==> config.mk <==
export PLATFORM = sky130hd
export DESIGN_NAME = bfbi_host
export DESIGN_NICKNAME = d
export VERILOG_FILES = /design/src/shared/bfbi_pkg.sv /design/src/verilog/bfbi_host.sv
export SDC_FILE = /design/constraint.sdc
export NUM_CORES = 1
export LEC_CHECK = 0
export ABC_CLOCK_PERIOD_IN_PS = 2340
export BUFFER_PORTS_ARGS = -buffer_cell sky130_fd_sc_hd__clkbuf_2
export CAP_MARGIN = 20
export CORE_MARGIN = 5
export CORE_UTILIZATION = 51
export CTS_BUF_LIST = sky130_fd_sc_hd__clkbuf_8
export CTS_CLUSTER_SIZE = 14
export DETAILED_ROUTE_END_ITERATION = 12
export HOLD_SLACK_MARGIN = 0.03
export PLACE_DENSITY_LB_ADDON = 0.05
export SETUP_SLACK_MARGIN = 0.15
export SLEW_MARGIN = 40
export SYNTH_ARGS = -nofsm -noshare
export SYNTH_HDL_FRONTEND = slang
export SYNTH_SLANG_ARGS = --single-unit
==> constraint.sdc <==
create_clock -name I_MCLK -period 2.34 [get_ports I_MCLK]
set_input_delay 0.468 -clock I_MCLK [delete_from_list [all_inputs] [get_ports I_MCLK]]
set_output_delay 0.468 -clock I_MCLK [all_outputs]
set_load 0.005 [all_outputs]
==> src/shared/bfbi_pkg.sv <==
// Purpose: constants for the boot flash bus host controller
// Assumes: 250 MHz controller clock, byte-wide flash with separate pins
// Notes:   times are nanoseconds, counts are derived cycles rounded up
package bfbi_pkg;
   localparam int CLK_NS = 4;
   // flash geometry; only ADDR_W is used, the block sizes are not referenced
   localparam int ADDR_W          = 21;
   localparam int PARAM_BLK_BYTES = 8192;
   localparam int PARAM_BLK_COUNT = 8;
   localparam int MAIN_BLK_BYTES  = 65536;
   localparam int MAIN_BLK_LARGE  = 31;
   localparam int MAIN_BLK_SMALL  = 15;
   // bus timing, all least times
   localparam int T_ACC_NS       = 150;
   localparam int T_WE_LOW_NS    = 60;
   localparam int T_WE_HIGH_NS   = 40;
   localparam int T_RST_PULSE_NS = 200;
   localparam int T_WAKE_RD_NS   = 600;
   localparam int T_WAKE_WR_NS   = 1000;
   localparam int SYNC_CYC       = 2;
   localparam logic [9:0] C_ACC = 10'((T_ACC_NS + CLK_NS - 1) / CLK_NS + SYNC_CYC);
   localparam logic [9:0] C_WE_LOW = 10'((T_WE_LOW_NS + CLK_NS - 1) / CLK_NS);
   localparam logic [9:0] C_WE_HIGH = 10'((T_WE_HIGH_NS + CLK_NS - 1) / CLK_NS);
   localparam logic [9:0] C_RST_PULSE = 10'((T_RST_PULSE_NS + CLK_NS - 1) / CLK_NS);
   localparam logic [9:0] C_WAKE_RD = 10'((T_WAKE_RD_NS + CLK_NS - 1) / CLK_NS);
   localparam logic [9:0] C_WAKE_WR = 10'((T_WAKE_WR_NS + CLK_NS - 1) / CLK_NS);
   // software register indices
   localparam logic [3:0] REG_CTRL  = 4'h0;
   localparam logic [3:0] REG_ADDR  = 4'h1;
   localparam logic [3:0] REG_WDATA = 4'h2;
   localparam logic [3:0] REG_RDATA = 4'h3;
   localparam logic [3:0] REG_STAT  = 4'h4;
   localparam int CTRL_WP_BIT  = 3;
   localparam int STAT_BUSY    = 0;
   localparam int STAT_WAKE_RD = 1;
   localparam int STAT_WAKE_WR = 2;
   localparam int STAT_ARRAY   = 3;
   localparam int STAT_REFUSED = 4;
   localparam int STAT_FAIL    = 5;
   // flash commands and status bits
   localparam logic [7:0] CMD_READ_ARRAY = 8'hff;
   localparam logic [7:0] CMD_PROG       = 8'h40;
   localparam logic [7:0] CMD_ERASE      = 8'h20;
   localparam logic [7:0] CMD_CONFIRM    = 8'hd0;
   localparam int SR_READY = 7;
   localparam int SR_ERASE_FAIL = 5;
   localparam int SR_PROG_FAIL = 4;
   localparam int SR_PROT_ERR = 1;
   typedef enum logic [2:0] {
      OP_NONE = 3'b000, OP_READ = 3'b001, OP_READ_ARRAY = 3'b010, OP_CMD = 3'b011,
      OP_PROG = 3'b100, OP_ERASE = 3'b101, OP_PDOWN = 3'b110, OP_POLL = 3'b111
   } bfbi_op_e;
   typedef enum logic [2:0] {
      S_IDLE = 3'b000, S_WSET = 3'b001, S_WLOW = 3'b010, S_WREL = 3'b011,
      S_RD = 3'b100, S_PD = 3'b101
   } bfbi_state_e;
endpackage : bfbi_pkg

==> src/verilog/bfbi_host.sv <==
// Purpose: host controller driving a byte-wide boot flash through its pins
// Assumes: software register port with read data one cycle after the strobe
// Notes:   one operation at a time; a start while busy is refused and flagged
// Summary of operation
// - read: select low, output enable low, write strobe and reset high
// - host waits read and write wake-up intervals after reset release
// - command write: strobe and select low, output enable high
// - host drives write protect from the CTRL bit, which cannot change while busy
// - host writes read array command before expecting array data
// - program is two writes: setup, then address and data
`timescale 1ns/1ps
`default_nettype none
module bfbi_host (
   input  wire logic                          I_MCLK,
   input  wire logic                          I_RESET,
   input  wire logic [3:0]                    I_ADDR,
   input  wire logic [31:0]                   I_WDATA,
   input  wire logic                          I_WR,
   input  wire logic                          I_RD,
   output logic      [31:0]                   O_RDATA,
   output logic      [bfbi_pkg::ADDR_W-1:0]   O_FLASH_ADDR,
   output logic                               O_CHIP_SELECT_N,
   output logic                               O_OUTPUT_ENABLE_N,
   output logic                               O_WRITE_STROBE_N,
   output logic                               O_RESET_POWERDOWN_N,
   output logic                               O_WRITE_PROTECT,
   output logic      [7:0]                    O_DATA_PINS,
   output logic                               O_DATA_PINS_OE_N,
   input  wire logic [7:0]                    I_DATA_PINS
);
   bfbi_pkg::bfbi_state_e state_r, state_nxt;
   bfbi_pkg::bfbi_op_e    op_r;
   logic [9:0]                  cnt_r, cnt_nxt;
   logic [9:0]                  wake_rd_r, wake_wr_r;
   logic [1:0]                  step_r, step_nxt;
   logic                        pend_r, pend_nxt;
   logic                        mode_array_r, mode_array_nxt;
   logic [7:0]                  byte_r, byte_nxt;
   logic [7:0]                  fdata_r, fdata_nxt;
   logic                        fail_r, fail_set;
   logic                        refused_r;
   logic                        wake_go;
   logic [7:0]                  dq_meta_r, dq_sync_r;
   logic [bfbi_pkg::ADDR_W-1:0] addr_r;
   logic [7:0]                  wdata_r;
   logic                        wp_r;

   function automatic logic [7:0] first_byte(input bfbi_pkg::bfbi_op_e op,
                                              input logic [1:0] step,
                                              input logic [7:0] wdata);
      logic [7:0] b;
      b = wdata;
      unique case (op)
         bfbi_pkg::OP_PROG:  b = (step == 2'h0) ? bfbi_pkg::CMD_PROG : wdata;
         bfbi_pkg::OP_ERASE: b = (step == 2'h0) ? bfbi_pkg::CMD_ERASE : bfbi_pkg::CMD_CONFIRM;
         bfbi_pkg::OP_READ_ARRAY: b = bfbi_pkg::CMD_READ_ARRAY;
         default:            b = wdata;
      endcase
      return b;
   endfunction : first_byte

   // counters stop at zero so a late look still sees the interval as over
   function automatic logic [9:0] dec_sat(input logic [9:0] v);
      return (v != 10'h000) ? v - 10'h001 : 10'h000;
   endfunction : dec_sat

   wire ctrl_wr_w   = I_WR && (I_ADDR == bfbi_pkg::REG_CTRL);
   wire busy_w      = pend_r || (state_r != bfbi_pkg::S_IDLE);
   wire op_given_w  = (I_WDATA[2:0] != 3'h0);
   wire launch_w    = ctrl_wr_w && op_given_w && !busy_w;
   wire refuse_w    = ctrl_wr_w && op_given_w && busy_w;
   wire stat_clr_w  = I_WR && (I_ADDR == bfbi_pkg::REG_STAT) && I_WDATA[bfbi_pkg::STAT_REFUSED];
   // wake counters hold off the first read and write after the reset pin rises
   wire rd_ok_w     = (wake_rd_r == 10'h000);
   wire wr_ok_w     = (wake_wr_r == 10'h000);
   wire is_pe_w     = (op_r == bfbi_pkg::OP_PROG) || (op_r == bfbi_pkg::OP_ERASE);
   // program data and erase confirm leave the flash showing status, whatever the byte
   wire ra_written_w = !is_pe_w && (byte_r == bfbi_pkg::CMD_READ_ARRAY);
   // array reads after any other command get a read array write first
   wire need_wr_w   = ((op_r == bfbi_pkg::OP_CMD) && (step_r == 2'h0))
                    || (is_pe_w && (step_r != 2'h2))
                    || ((op_r == bfbi_pkg::OP_READ_ARRAY) && !mode_array_r);
   wire wr_last_w   = (op_r == bfbi_pkg::OP_CMD) || (is_pe_w && (step_r == 2'h1));
   wire cnt_end_w   = (cnt_r <= 10'h001);
   wire sr_fail_w   = dq_sync_r[bfbi_pkg::SR_PROT_ERR] || dq_sync_r[bfbi_pkg::SR_PROG_FAIL]
                    || dq_sync_r[bfbi_pkg::SR_ERASE_FAIL];
   wire [7:0] stat_w = {2'h0, fail_r, refused_r, mode_array_r, !wr_ok_w, !rd_ok_w, busy_w};
   wire [31:0] rd_mux_w =
        (I_ADDR == bfbi_pkg::REG_CTRL)  ? {28'h0, wp_r, op_r} :
        (I_ADDR == bfbi_pkg::REG_ADDR)  ? {11'h0, addr_r} :
        (I_ADDR == bfbi_pkg::REG_WDATA) ? {24'h0, wdata_r} :
        (I_ADDR == bfbi_pkg::REG_RDATA) ? {24'h0, fdata_r} :
        (I_ADDR == bfbi_pkg::REG_STAT)  ? {24'h0, stat_w} : 32'h0000_0000;
   // pin levels follow the next state so every pin is a flop output
   wire wr_state_w  = (state_nxt == bfbi_pkg::S_WSET) || (state_nxt == bfbi_pkg::S_WLOW)
                    || (state_nxt == bfbi_pkg::S_WREL);
   wire ce_n_nxt    = !(wr_state_w || (state_nxt == bfbi_pkg::S_RD));
   wire oe_n_nxt    = (state_nxt != bfbi_pkg::S_RD);
   wire we_n_nxt    = (state_nxt != bfbi_pkg::S_WLOW);
   wire rp_n_nxt    = (state_nxt != bfbi_pkg::S_PD);

   always_comb begin
      state_nxt      = state_r;
      cnt_nxt        = dec_sat(cnt_r);
      step_nxt       = step_r;
      pend_nxt       = pend_r;
      byte_nxt       = byte_r;
      fdata_nxt      = fdata_r;
      mode_array_nxt = mode_array_r;
      fail_set       = 1'b0;
      wake_go        = 1'b0;
      unique case (state_r)
         bfbi_pkg::S_IDLE: begin
            if (pend_r) begin
               if (op_r == bfbi_pkg::OP_PDOWN) begin
                  state_nxt = bfbi_pkg::S_PD;
                  cnt_nxt   = bfbi_pkg::C_RST_PULSE;
               end else if (need_wr_w) begin
                  if (wr_ok_w) begin
                     state_nxt = bfbi_pkg::S_WSET;
                     byte_nxt  = first_byte(op_r, step_r, wdata_r);
                  end
               end else if (rd_ok_w) begin
                  state_nxt = bfbi_pkg::S_RD;
                  cnt_nxt   = bfbi_pkg::C_ACC;
               end
            end
         end
         bfbi_pkg::S_WSET: begin
            state_nxt = bfbi_pkg::S_WLOW;
            cnt_nxt   = bfbi_pkg::C_WE_LOW;
         end
         bfbi_pkg::S_WLOW: begin
            if (cnt_end_w) begin
               // strobe rises first so the command is latched on it
               state_nxt = bfbi_pkg::S_WREL;
               cnt_nxt   = bfbi_pkg::C_WE_HIGH;
            end
         end
         bfbi_pkg::S_WREL: begin
            if (cnt_end_w) begin
               state_nxt      = bfbi_pkg::S_IDLE;
               step_nxt       = step_r + 2'h1;
               mode_array_nxt = ra_written_w;
               if (wr_last_w) begin
                  pend_nxt = 1'b0;
               end
            end
         end
         bfbi_pkg::S_RD: begin
            if (cnt_end_w) begin
               state_nxt = bfbi_pkg::S_IDLE;
               fdata_nxt = dq_sync_r;
               // polling keeps the request open until the device reports ready
               if (!((op_r == bfbi_pkg::OP_POLL) && !dq_sync_r[bfbi_pkg::SR_READY])) begin
                  pend_nxt = 1'b0;
               end
               fail_set = (op_r == bfbi_pkg::OP_POLL) && dq_sync_r[bfbi_pkg::SR_READY]
                        && sr_fail_w;
            end
         end
         bfbi_pkg::S_PD: begin
            if (cnt_end_w) begin
               state_nxt      = bfbi_pkg::S_IDLE;
               pend_nxt       = 1'b0;
               wake_go        = 1'b1;
               mode_array_nxt = 1'b1;
            end
         end
         default: begin
            state_nxt = bfbi_pkg::S_IDLE;
         end
      endcase
      if (launch_w) begin
         pend_nxt = 1'b1;
         step_nxt = 2'h0;
      end
   end

   always_ff @(posedge I_MCLK) begin
      if (I_RESET) begin
         // reset holds the flash in power-down for a full pulse width
         state_r      <= bfbi_pkg::S_PD;
         cnt_r        <= bfbi_pkg::C_RST_PULSE;
         step_r       <= 2'h0;
         pend_r       <= 1'b0;
         byte_r       <= 8'h00;
         fdata_r      <= 8'h00;
         mode_array_r <= 1'b1;
      end else begin
         state_r      <= state_nxt;
         cnt_r        <= cnt_nxt;
         step_r       <= step_nxt;
         pend_r       <= pend_nxt;
         byte_r       <= byte_nxt;
         fdata_r      <= fdata_nxt;
         mode_array_r <= mode_array_nxt;
      end
   end

   always_ff @(posedge I_MCLK) begin
      if (I_RESET) begin
         wake_rd_r <= 10'h000;
         wake_wr_r <= 10'h000;
      end else if (wake_go) begin
         wake_rd_r <= bfbi_pkg::C_WAKE_RD;
         wake_wr_r <= bfbi_pkg::C_WAKE_WR;
      end else begin
         wake_rd_r <= dec_sat(wake_rd_r);
         wake_wr_r <= dec_sat(wake_wr_r);
      end
   end

   always_ff @(posedge I_MCLK) begin
      if (I_RESET) begin
         op_r    <= bfbi_pkg::OP_NONE;
         addr_r  <= '0;
         wdata_r <= 8'h00;
         wp_r    <= 1'b0;
      end else begin
         if (launch_w) begin
            op_r <= bfbi_pkg::bfbi_op_e'(I_WDATA[2:0]);
         end
         // protect level may not move under a running operation
         if (ctrl_wr_w && !busy_w) begin
            wp_r <= I_WDATA[bfbi_pkg::CTRL_WP_BIT];
         end
         if (I_WR && (I_ADDR == bfbi_pkg::REG_ADDR) && !busy_w) begin
            addr_r <= I_WDATA[bfbi_pkg::ADDR_W-1:0];
         end
         if (I_WR && (I_ADDR == bfbi_pkg::REG_WDATA) && !busy_w) begin
            wdata_r <= I_WDATA[7:0];
         end
      end
   end

   // sticky flags: a new event in the clearing cycle wins
   always_ff @(posedge I_MCLK) begin
      if (I_RESET) begin
         refused_r <= 1'b0;
         fail_r    <= 1'b0;
      end else begin
         refused_r <= refuse_w || (refused_r && !stat_clr_w);
         fail_r    <= fail_set || (fail_r && !stat_clr_w);
      end
   end

   always_ff @(posedge I_MCLK) begin
      if (I_RESET) begin
         dq_meta_r <= 8'h00;
         dq_sync_r <= 8'h00;
      end else begin
         dq_meta_r <= I_DATA_PINS;
         dq_sync_r <= dq_meta_r;
      end
   end

   always_ff @(posedge I_MCLK) begin
      if (I_RESET) begin
         O_RDATA             <= 32'h0000_0000;
         O_FLASH_ADDR        <= '0;
         O_CHIP_SELECT_N     <= 1'b1;
         O_OUTPUT_ENABLE_N   <= 1'b1;
         O_WRITE_STROBE_N    <= 1'b1;
         O_RESET_POWERDOWN_N <= 1'b0;
         O_WRITE_PROTECT     <= 1'b0;
         O_DATA_PINS         <= 8'h00;
         O_DATA_PINS_OE_N    <= 1'b1;
      end else begin
         if (I_RD) begin
            O_RDATA <= rd_mux_w;
         end
         O_FLASH_ADDR        <= addr_r;
         O_CHIP_SELECT_N     <= ce_n_nxt;
         O_OUTPUT_ENABLE_N   <= oe_n_nxt;
         O_WRITE_STROBE_N    <= we_n_nxt;
         O_RESET_POWERDOWN_N <= rp_n_nxt;
         O_WRITE_PROTECT     <= wp_r;
         O_DATA_PINS         <= byte_nxt;
         O_DATA_PINS_OE_N    <= !wr_state_w;
      end
   end
endmodule : bfbi_host
`default_nettype wire

; Word-level counts from Yosys, hierarchy flattened
; Index checks and enable logic that the tools add are counted.
[totals]
wordCells = 171
ff_bits = 163
output_inout_bits = 67
input_bits = 48
[classes]
n_addsub = 4
bitwise = 3
n_lt_le_gt_ge = 1
mux = 41
reduce_logical = 63
n_eq_ne = 32
[ops]
columns = cell, count
row1 = $mux 8, 8
row2 = $mux 10, 6
row3 = $mux 21, 2
row4 = $pmux 10 s3, 1
row5 = $reduce_bool 10->1, 3
row6 = $sub 10x1->10 const B, 3
row7 = $pmux 8 s3, 1
row8 = $eq 3x3->1 const B, 7
row9 = $logic_and 1x1->1, 21
row10 = $mux 3, 7
row11 = $ne 3x3->1 const B, 7
row12 = $logic_not 10->1, 2
row13 = $eq 3x2->1 const B, 6
row14 = $logic_or 1x1->1, 12
row15 = $mux 1, 12
row16 = $pmux 3 s4, 1
row17 = $le 10x1->1 const B, 1
row18 = $logic_not 1->1, 9
row19 = $reduce_or 3->1, 3
row20 = $eq 4x2->1 const B, 2
row21 = $eq 8x8->1 const B, 1
row22 = $eq 3x1->1 const B, 2
row23 = $mux 6, 1
row24 = $ne 2x2->1 const B, 3
row25 = other kinds (19), 23

; Depth between registers and ports, before layout
; Gate-level depths: netlist (run 1).
[logic_depth]
word_depth = 14
ltp_mapped = 8
ltp_nobuf = 7

; Worst setup path before layout (run 1)
; OpenSTA, ideal clock, no wires.
[synth_timing]
path_kind = register to register
startpoint = reg wake_wr_r[0]
endpoint = reg O_DATA_PINS_OE_N
path_buffers = 0
period_less_slack_ns = 2.363
required_ns = 2.213
path_slack_ns = -0.023
setup_ns = 0.127
arrival_time_ns = 2.236
path_stages_with_launch = 8
path_cell_list = dfxtp_1 > inv_1 > ha_1 > or4b_2 > or4_4 > nor2_8 > nand4b_1 > or3b_1
[synth_via]
elab_chain_len = 10
word_cells_on_any_way = 12
cone_classes = eq/ne (3) / mux (5) / reduce/logical (4)
[synth_lines]
columns = item, line_no
row1 = from (decl), bfbi_host.sv:34  ; logic [9:0] wake_rd_r, wake_wr_r;
row2 = from (signal assigned), bfbi_host.sv:207  ; wake_wr_r <= bfbi_pkg::C_WAKE_WR;
row3 = from (signal assigned), bfbi_host.sv:210  ; wake_wr_r <= dec_sat(wake_wr_r);
row4 = $logic_not 10->1 *, bfbi_host.sv:75  ; wire wr_ok_w = (wake_wr_r == 10'h000);
row5 = $mux 3 *, bfbi_host.sv:119  ; if (wr_ok_w) begin
row6 = $mux 3 *, bfbi_host.sv:118  ; end else if (need_wr_w) begin
row7 = $mux 3 *, bfbi_host.sv:115  ; if (op_r == bfbi_pkg::OP_PDOWN) begin
row8 = $mux 3 *, bfbi_host.sv:114  ; if (pend_r) begin
row9 = $pmux 3 s4 *, bfbi_host.sv:112  ; unique case (state_r)
row10 = $eq 3x1->1 / $eq 3x2->1 (equally long branches), bfbi_host.sv:95  ; wire wr_state_w = (state_nxt == bfbi_pkg::S_WSET) || (state_nxt == bfbi_pkg::S_WLOW)
row11 = $logic_or 1x1->1, bfbi_host.sv:95
row12 = $logic_or 1x1->1 *, bfbi_host.sv:96  ; || (state_nxt == bfbi_pkg::S_WREL);
row13 = $logic_not 1->1 *, bfbi_host.sv:280  ; O_DATA_PINS_OE_N <= !wr_state_w;
row14 = to (signal assigned), bfbi_host.sv:280
row15 = to (decl), bfbi_host.sv:28  ; output logic O_DATA_PINS_OE_N,
; Every way passes the cells marked *; elsewhere a longest branch is shown, timed or not.
; A chain may end at the register's enable or synchronous reset.

; Worst setup path after layout (run 1)
; Same ends and word-level chain as after synthesis.

==> impl_metrics.toml, run 1 <==
[status]
status = "complete, no violations"

[clocking]
cts.clk_slew.worst_paths_ns = 0.07
clk_latency_ns = 0.45
cts-hold-fix-buffers = 0
cts_inserted_buffers = 17
cts.path.max_buffers = 2
root_buffer = "clkbuf_8"
htree_levels = 4
cts_sinks = 152
cts_tree = "done"

[synth]
synth_most_common_cell = "dfxtp_1"
async_flop_share = 0
yosysTopAreaCell = "dfxtp_1"
yosys_warnings = 0
synth_top_area_frac = 0.486
avgSynthCellArea_um2 = 8.74
syn_area_um2 = 6260
yosys-top-cells-area = "dfxtp_1, a21oi_1, nand2_1"
ys_seq_area_frac = 0.486
synth_edf_count = 0
synthCells = 716
synth_common_cells = "dfxtp_1, nand2_1, nor2_1"
synthFlopType = "dfxtp_1"
synth_cell_types = 66
synth-seq-cells = 152

[finish]
insertedDiodeCount = 0
regArea_um2 = 3050
fillers = 1066
final_cell_area_um2 = 7470
fin_nets = 882
multi_input_area_um2 = 3040
syn_to_final_growth_pct = 19.4
layout-drive-gt1-share = 0.229

[global_route]
first_global_vias = 5019
grt-ovfl-total = 0
grt_util_met3 = 0.0547
grtUsageMet2 = 0.333
busiest_layer = "met2"
grt.met1_usage = 0.258
antenna_found_initial = 0
grt_pass1_wl_mm = 23.9
grt_start_max_net_pins = 53
grt_usage = 0.204

[floorplanning]
die-area_um2 = 14600
die_w_um = 121
fp.dieH_um = 121
coreArea_um2 = 12000
floorplan.initialDensity = 0.521
fp-row-count = 40
ios = 115

[worst_setup_path]
cp_slowest_cell = "or4_4"
cp.arrival_ns = 2.53
cp.required_ns = 2.66
crit_path_max_fanout = 2
r2r_setup_slack_ns = 0.13
critPathKind = "flop to flop"
crit_chain = "inv_2, ha_4, or4b_4, or4_4, nor2_8, nand4b_1, or3b_1"
start_kind = "flop"
worst_path_largest_cell_delay_ns = 0.53
endpoint_kind = "flop"

[sta]
finalHoldViolCount = 0
max_slew_margin = 0.622
min_period_over_period = 0.944
fmax_mhz = 453
worst_pin_slew_ns = 0.560
min_period_ns = 2.21
tns_ns = 0
fin_worst_skew_ns = 0.0110
drv_slew = 0
setup_viol = 0
rsz0062_at_grt = "yes"

[place]
place_area_um2 = 6950
portBuffers = 92
dp_hpwl_mm = 10.3
gp_congestion = 0.866

[route]
vias = 5300
firstDrtPassIters = 6
drtIter0Drc = 307
avgRoutedWirePerCell_um = 14.6
postRouteAntennaNets = 0
drc = 0
wirelength_mm = 14.4
via_per_inst = 5.38

[flow_run]
maxCapViolations = 0

[min_path]
hold_path.class = "input pin to flop"

[power]
max-vdd-ir-drop_uv = 653
power_density_nw_per_um2 = 792
cellLeakagePower_nw = 3.02
## layout make-up
class	count	share of cell area
clock buffer	21	0.0387
inverter	11	0.00553
timing repair buffer	129	0.0991
clock inverter	10	0.0171
multi-input combinational	515	0.407
tap	147	0.0246
sequential	152	0.408
## placed cells by master, fill, tap and decap left out, drive strengths merged, types with 17 or more instances in the layout
master / synthesis / layout
a21oi: 67 / 67
buf: 15 / 38
clkbuf: 33 / 112
dfxtp: 152 / 152
nand2: 85 / 85
nand2b: 21 / 21
nand3: 23 / 23
nor2: 70 / 70
nor2b: 50 / 50
o21ai: 31 / 31
xnor2: 17 / 17
## metal layers
metal  vias up  wire length, µm
met2       169             6970
met5         -                0
met4         0              239
li1       2658                -
met3        25              878
met1      2448             6280
## sequential cells by signal, indices dropped and copies added (netlist names), 2 cells and up
| register | flops |
|---|---|
| wdata_r | 8 |
| state_r | 3 |
| addr_r | 21 |
| O_RDATA | 21 |
| O_DATA_PINS | 8 |
| wake_rd_r | 10 |
| wake_wr_r | 10 |
| step_r | 2 |
| fdata_r | 8 |
| dq_sync_r | 8 |
| cnt_r | 10 |
| op_r | 3 |
| dq_meta_r | 8 |
| O_FLASH_ADDR | 21 |
## stage by stage
stage	utilization	hold slack (ns)	power, mW	worst slack [ns]	cells
after detailed placement	0.579	0.424	3.81	0.0235	948
after global placement	0.579	0.419	3.78	0.0307	948
after floorplan	-	0.414	3.56	0.0481	726
after CTS	0.620	0.210	5.96	0.0928	985
after global routing	0.622	0.205	6.25	0.0558	985
final	0.622	0.234	5.92	0.131	985
## logic make-up (layout without fill, tap and decap cells)
| kind of cell | after synthesis | in the layout | synth area share |
|---|---|---|---|
| AOI/OAI and AO/OA | 149 | 149 | 0.144 |
| xor gates and xnor gates | 23 | 23 | 0.0322 |
| adders and majority gates | 8 | 8 | 0.0160 |
| buffers and inverters | 59 | 171 | 0.0432 |
| DFF | 152 | 152 | 0.486 |
| muxes | 12 | 12 | 0.0200 |
| other | 1 | 11 | 0.000599 |
| and+or+nand+nor | 312 | 312 | 0.258 |
## worst max-delay path: cells and delay by family (launching register included)
kind | cells | cell delay (ns)
buf+inv | 1 | 0.06
flops | 1 | 0.32
simple gates | 5 | 1.57
fa+ha+maj | 1 | 0.13
## power breakdown
| group | internal [mW] | total (mW) | switching (mW) |
|---|---|---|---|
| clock network | 1.15 | 2.05 | 0.898 |
| registers | 2.74 | 2.85 | 0.116 |
| logic | 0.506 | 1.02 | 0.515 |
## repair_timing
action / 4_1_cts / 5_1_grt
gates resized for setup: 9 / 8
endpoints found under the setup margin: 19 / 38
pin swaps: 3 / 1
setup buffers: 6 / 0
## path summary, 6_finish.rpt
kind,cells after the start,to,from
worst min register to register,1,dq_sync_r[1]$_SDFF_PP0_,dq_meta_r[1]$_SDFF_PP0_
worst max-delay path,7,O_DATA_PINS_OE_N$_SDFF_PP1_,wake_wr_r[0]$_SDFF_PP0_
worst min-delay path,2,dq_meta_r[0]$_SDFF_PP0_,I_DATA_PINS[0]
worst max register to register,7,O_DATA_PINS_OE_N$_SDFF_PP1_,wake_wr_r[0]$_SDFF_PP0_
Power figures use the tool's default switching activity.
==> inputs of run 2 (changes only) <==
--- a/config.mk
+++ b/config.mk
@@ -5,11 +5,13 @@
 export SDC_FILE = /design/constraint.sdc
 export NUM_CORES = 1
 export LEC_CHECK = 0
-export ABC_CLOCK_PERIOD_IN_PS = 2340
+export ABC_CLOCK_PERIOD_IN_PS = 2450
 export BUFFER_PORTS_ARGS = -buffer_cell sky130_fd_sc_hd__clkbuf_2
 export CAP_MARGIN = 20
+export CELL_PAD_IN_SITES_DETAIL_PLACEMENT = 0
+export CELL_PAD_IN_SITES_GLOBAL_PLACEMENT = 1
 export CORE_MARGIN = 5
-export CORE_UTILIZATION = 51
+export CORE_UTILIZATION = 43
 export CTS_BUF_LIST = sky130_fd_sc_hd__clkbuf_8
 export CTS_CLUSTER_SIZE = 14
 export DETAILED_ROUTE_END_ITERATION = 12
==> constraint.sdc (replaced) <==
create_clock -name I_MCLK -period 2.45 [get_ports I_MCLK]
set_input_delay 0.49 -clock I_MCLK [delete_from_list [all_inputs] [get_ports I_MCLK]]
set_output_delay 0.49 -clock I_MCLK [all_outputs]
set_load 0.005 [all_outputs]
==> run 2 against run 1 <==
- sequential power down 4%
- die area rose by 17%
- sequential cell count unchanged
- critical path depth stayed put
- setup slack gained 0.056 ns
- clock power grew 9%
- via count decreased by 2.1%
- sequential share of layout area is 0.31 points lower
- core utilization shrank 10 points
- clock skew down 0.0017 ns
- largest power group unchanged
==> impl_metrics.toml, run 2 (same netlist as run 1, synthesis figures left out) <==
[finish]
multi_input_area_um2 = 3040
layout-drive-gt1-share = 0.221
insertedDiodeCount = 0
regArea_um2 = 3050
final_common_cell = "dfxtp_1"
fillers = 1398
fin_nets = 876
syn_to_final_growth_pct = 20.3
mostFrequentLayoutCells = "dfxtp_1, clkbuf_2, nand2_1, nor2_1, a21oi_1"
stdcell_count = 1016
top_regs = "O_FLASH_ADDR x21, O_RDATA x21, addr_r x21"

[route]
via_per_inst = 5.11
drtIter0Drc = 292
postRouteAntennaNets = 0
firstDrtPassIters = 5
wirelength_mm = 15.3
vias = 5190
drc = 0
avgRoutedWirePerCell_um = 15.1

[sta]
drv_slew = 0
fin_worst_skew_ns = 0.00920
worst_pin_slew_ns = 0.557
max_slew_margin = 0.625
min_period_over_period = 0.923
finalHoldViolCount = 0
tns_ns = 0
hold_slack_ns = 0.243
min_period_ns = 2.26
rsz0062_at_grt = "yes"
setup_viol = 0
fmax_mhz = 442

[min_path]
hp-start = "I_DATA_PINS[2]"
hold_end = "dq_meta_r[2]$_SDFF_PP0_"
hold_path_depth = 2
hold_path.class = "input pin to flop"

[clocking]
cts_sinks = 152
htree_levels = 4
cts_inserted_buffers = 17
cts.clk_slew.worst_paths_ns = 0.08
clk_latency_ns = 0.45
cts.path.max_buffers = 2
root_buffer = "clkbuf_8"
cts_tree = "done"
cts-hold-fix-buffers = 0

[worst_setup_path]
r2r_end = "O_DATA_PINS_OE_N$_SDFF_PP1_"
start_kind = "flop"
crit_path_max_fanout = 3
r2r_start = "wake_wr_r[1]$_SDFF_PP0_"
endpoint_kind = "flop"
r2r_setup_slack_ns = 0.19
critPathKind = "flop to flop"
cp.arrival_ns = 2.59
cp.required_ns = 2.78
reg2reg_depth = 7

[floorplanning]
coreArea_um2 = 14400
ios = 115
floorplan.initialDensity = 0.434
die_w_um = 131
fp-row-count = 44
die-area_um2 = 17100
fp.dieH_um = 131

[global_route]
first_global_vias = 4804
grt_usage = 0.182
antenna_found_initial = 0
grt-ovfl-total = 0
grt_start_max_net_pins = 106
grt_pass1_wl_mm = 24.3

[place]
dp_hpwl_mm = 11.0
gp_congestion = 0.822
place_inst = 981
portBuffers = 92

[power]
max-vdd-ir-drop_uv = 523
cellLeakagePower_nw = 3.02
report.power.total_mw = 5.91
power_density_nw_per_um2 = 785

[flow_run]
maxCapViolations = 0

[status]
status = "complete, no violations"
==> run 2: metal layers <==
metal,up-vias,track usage,wire length [µm]
li1,2640,-,-
met3,11,0.0398,724
met1,2414,0.236,6910
met2,125,0.298,7540
met5,-,0,0
met4,0,0.0659,111
==> run 2: timing repair <==
item / 4_1_cts / 5_1_grt
pin swaps: 3 / 1
resized for setup: 6 / 11
setup endpoints to repair: 2 / 19
cloned: 0 / 0
buffers inserted: 4 / 0
==> run 2: critical path: stages (launching register included) <==
cell	delay, ns
dfxtp_2	0.33
inv_2	0.06
ha_4	0.14
or4b_4	0.47
or4_4	0.54
nor2_8	0.10
nand4b_1	0.15
or3b_1	0.35
==> run 2: how the worst max path moves through the flow <==
stage | startpoint | endpoint | slack, ns | cells after the start
2_1_floorplan | wake_wr_r[0]$_SDFF_PP0_ | O_DATA_PINS_OE_N$_SDFF_PP1_ | 0.15 | 7
3_3_place_gp | wake_wr_r[0]$_SDFF_PP0_ | O_DATA_PINS_OE_N$_SDFF_PP1_ | 0.12 | 7
3_5_place_dp | wake_wr_r[0]$_SDFF_PP0_ | O_DATA_PINS_OE_N$_SDFF_PP1_ | 0.08 | 7
4_1_cts | wake_wr_r[1]$_SDFF_PP0_ | O_RESET_POWERDOWN_N$_SDFF_PP0_ | 0.14 | 8
5_1_grt | wake_wr_r[1]$_SDFF_PP0_ | O_DATA_PINS_OE_N$_SDFF_PP1_ | 0.11 | 7
6_report | wake_wr_r[1]$_SDFF_PP0_ | O_DATA_PINS_OE_N$_SDFF_PP1_ | 0.19 | 7
==> run 2: cell type report <==
class | count | share of cell area
sequential | 152 | 0.405
multi-input combinational | 515 | 0.403
timing repair buffer | 123 | 0.0941
clock buffer | 17 | 0.0311
clock inverter | 14 | 0.0308
tap | 184 | 0.0306
inverter | 11 | 0.00549
==> run 2: power breakdown <==
group	switching, mW	leakage, nW	internal (mW)
Clock	0.926	0.238	1.30
Sequential	0.121	1.23	2.61
Combinational	0.488	1.54	0.456
Total	1.54	3.02	4.37
==> run 2: stage by stage <==
step                cell area, µm²   util  setup slack, ns
floorplan                     6300      -            0.151
global placement              6980  0.484            0.120
global route                  7530  0.522            0.115
CTS                           7490  0.519            0.141
detailed placement            6980  0.484           0.0817
finish                        7530  0.522            0.188
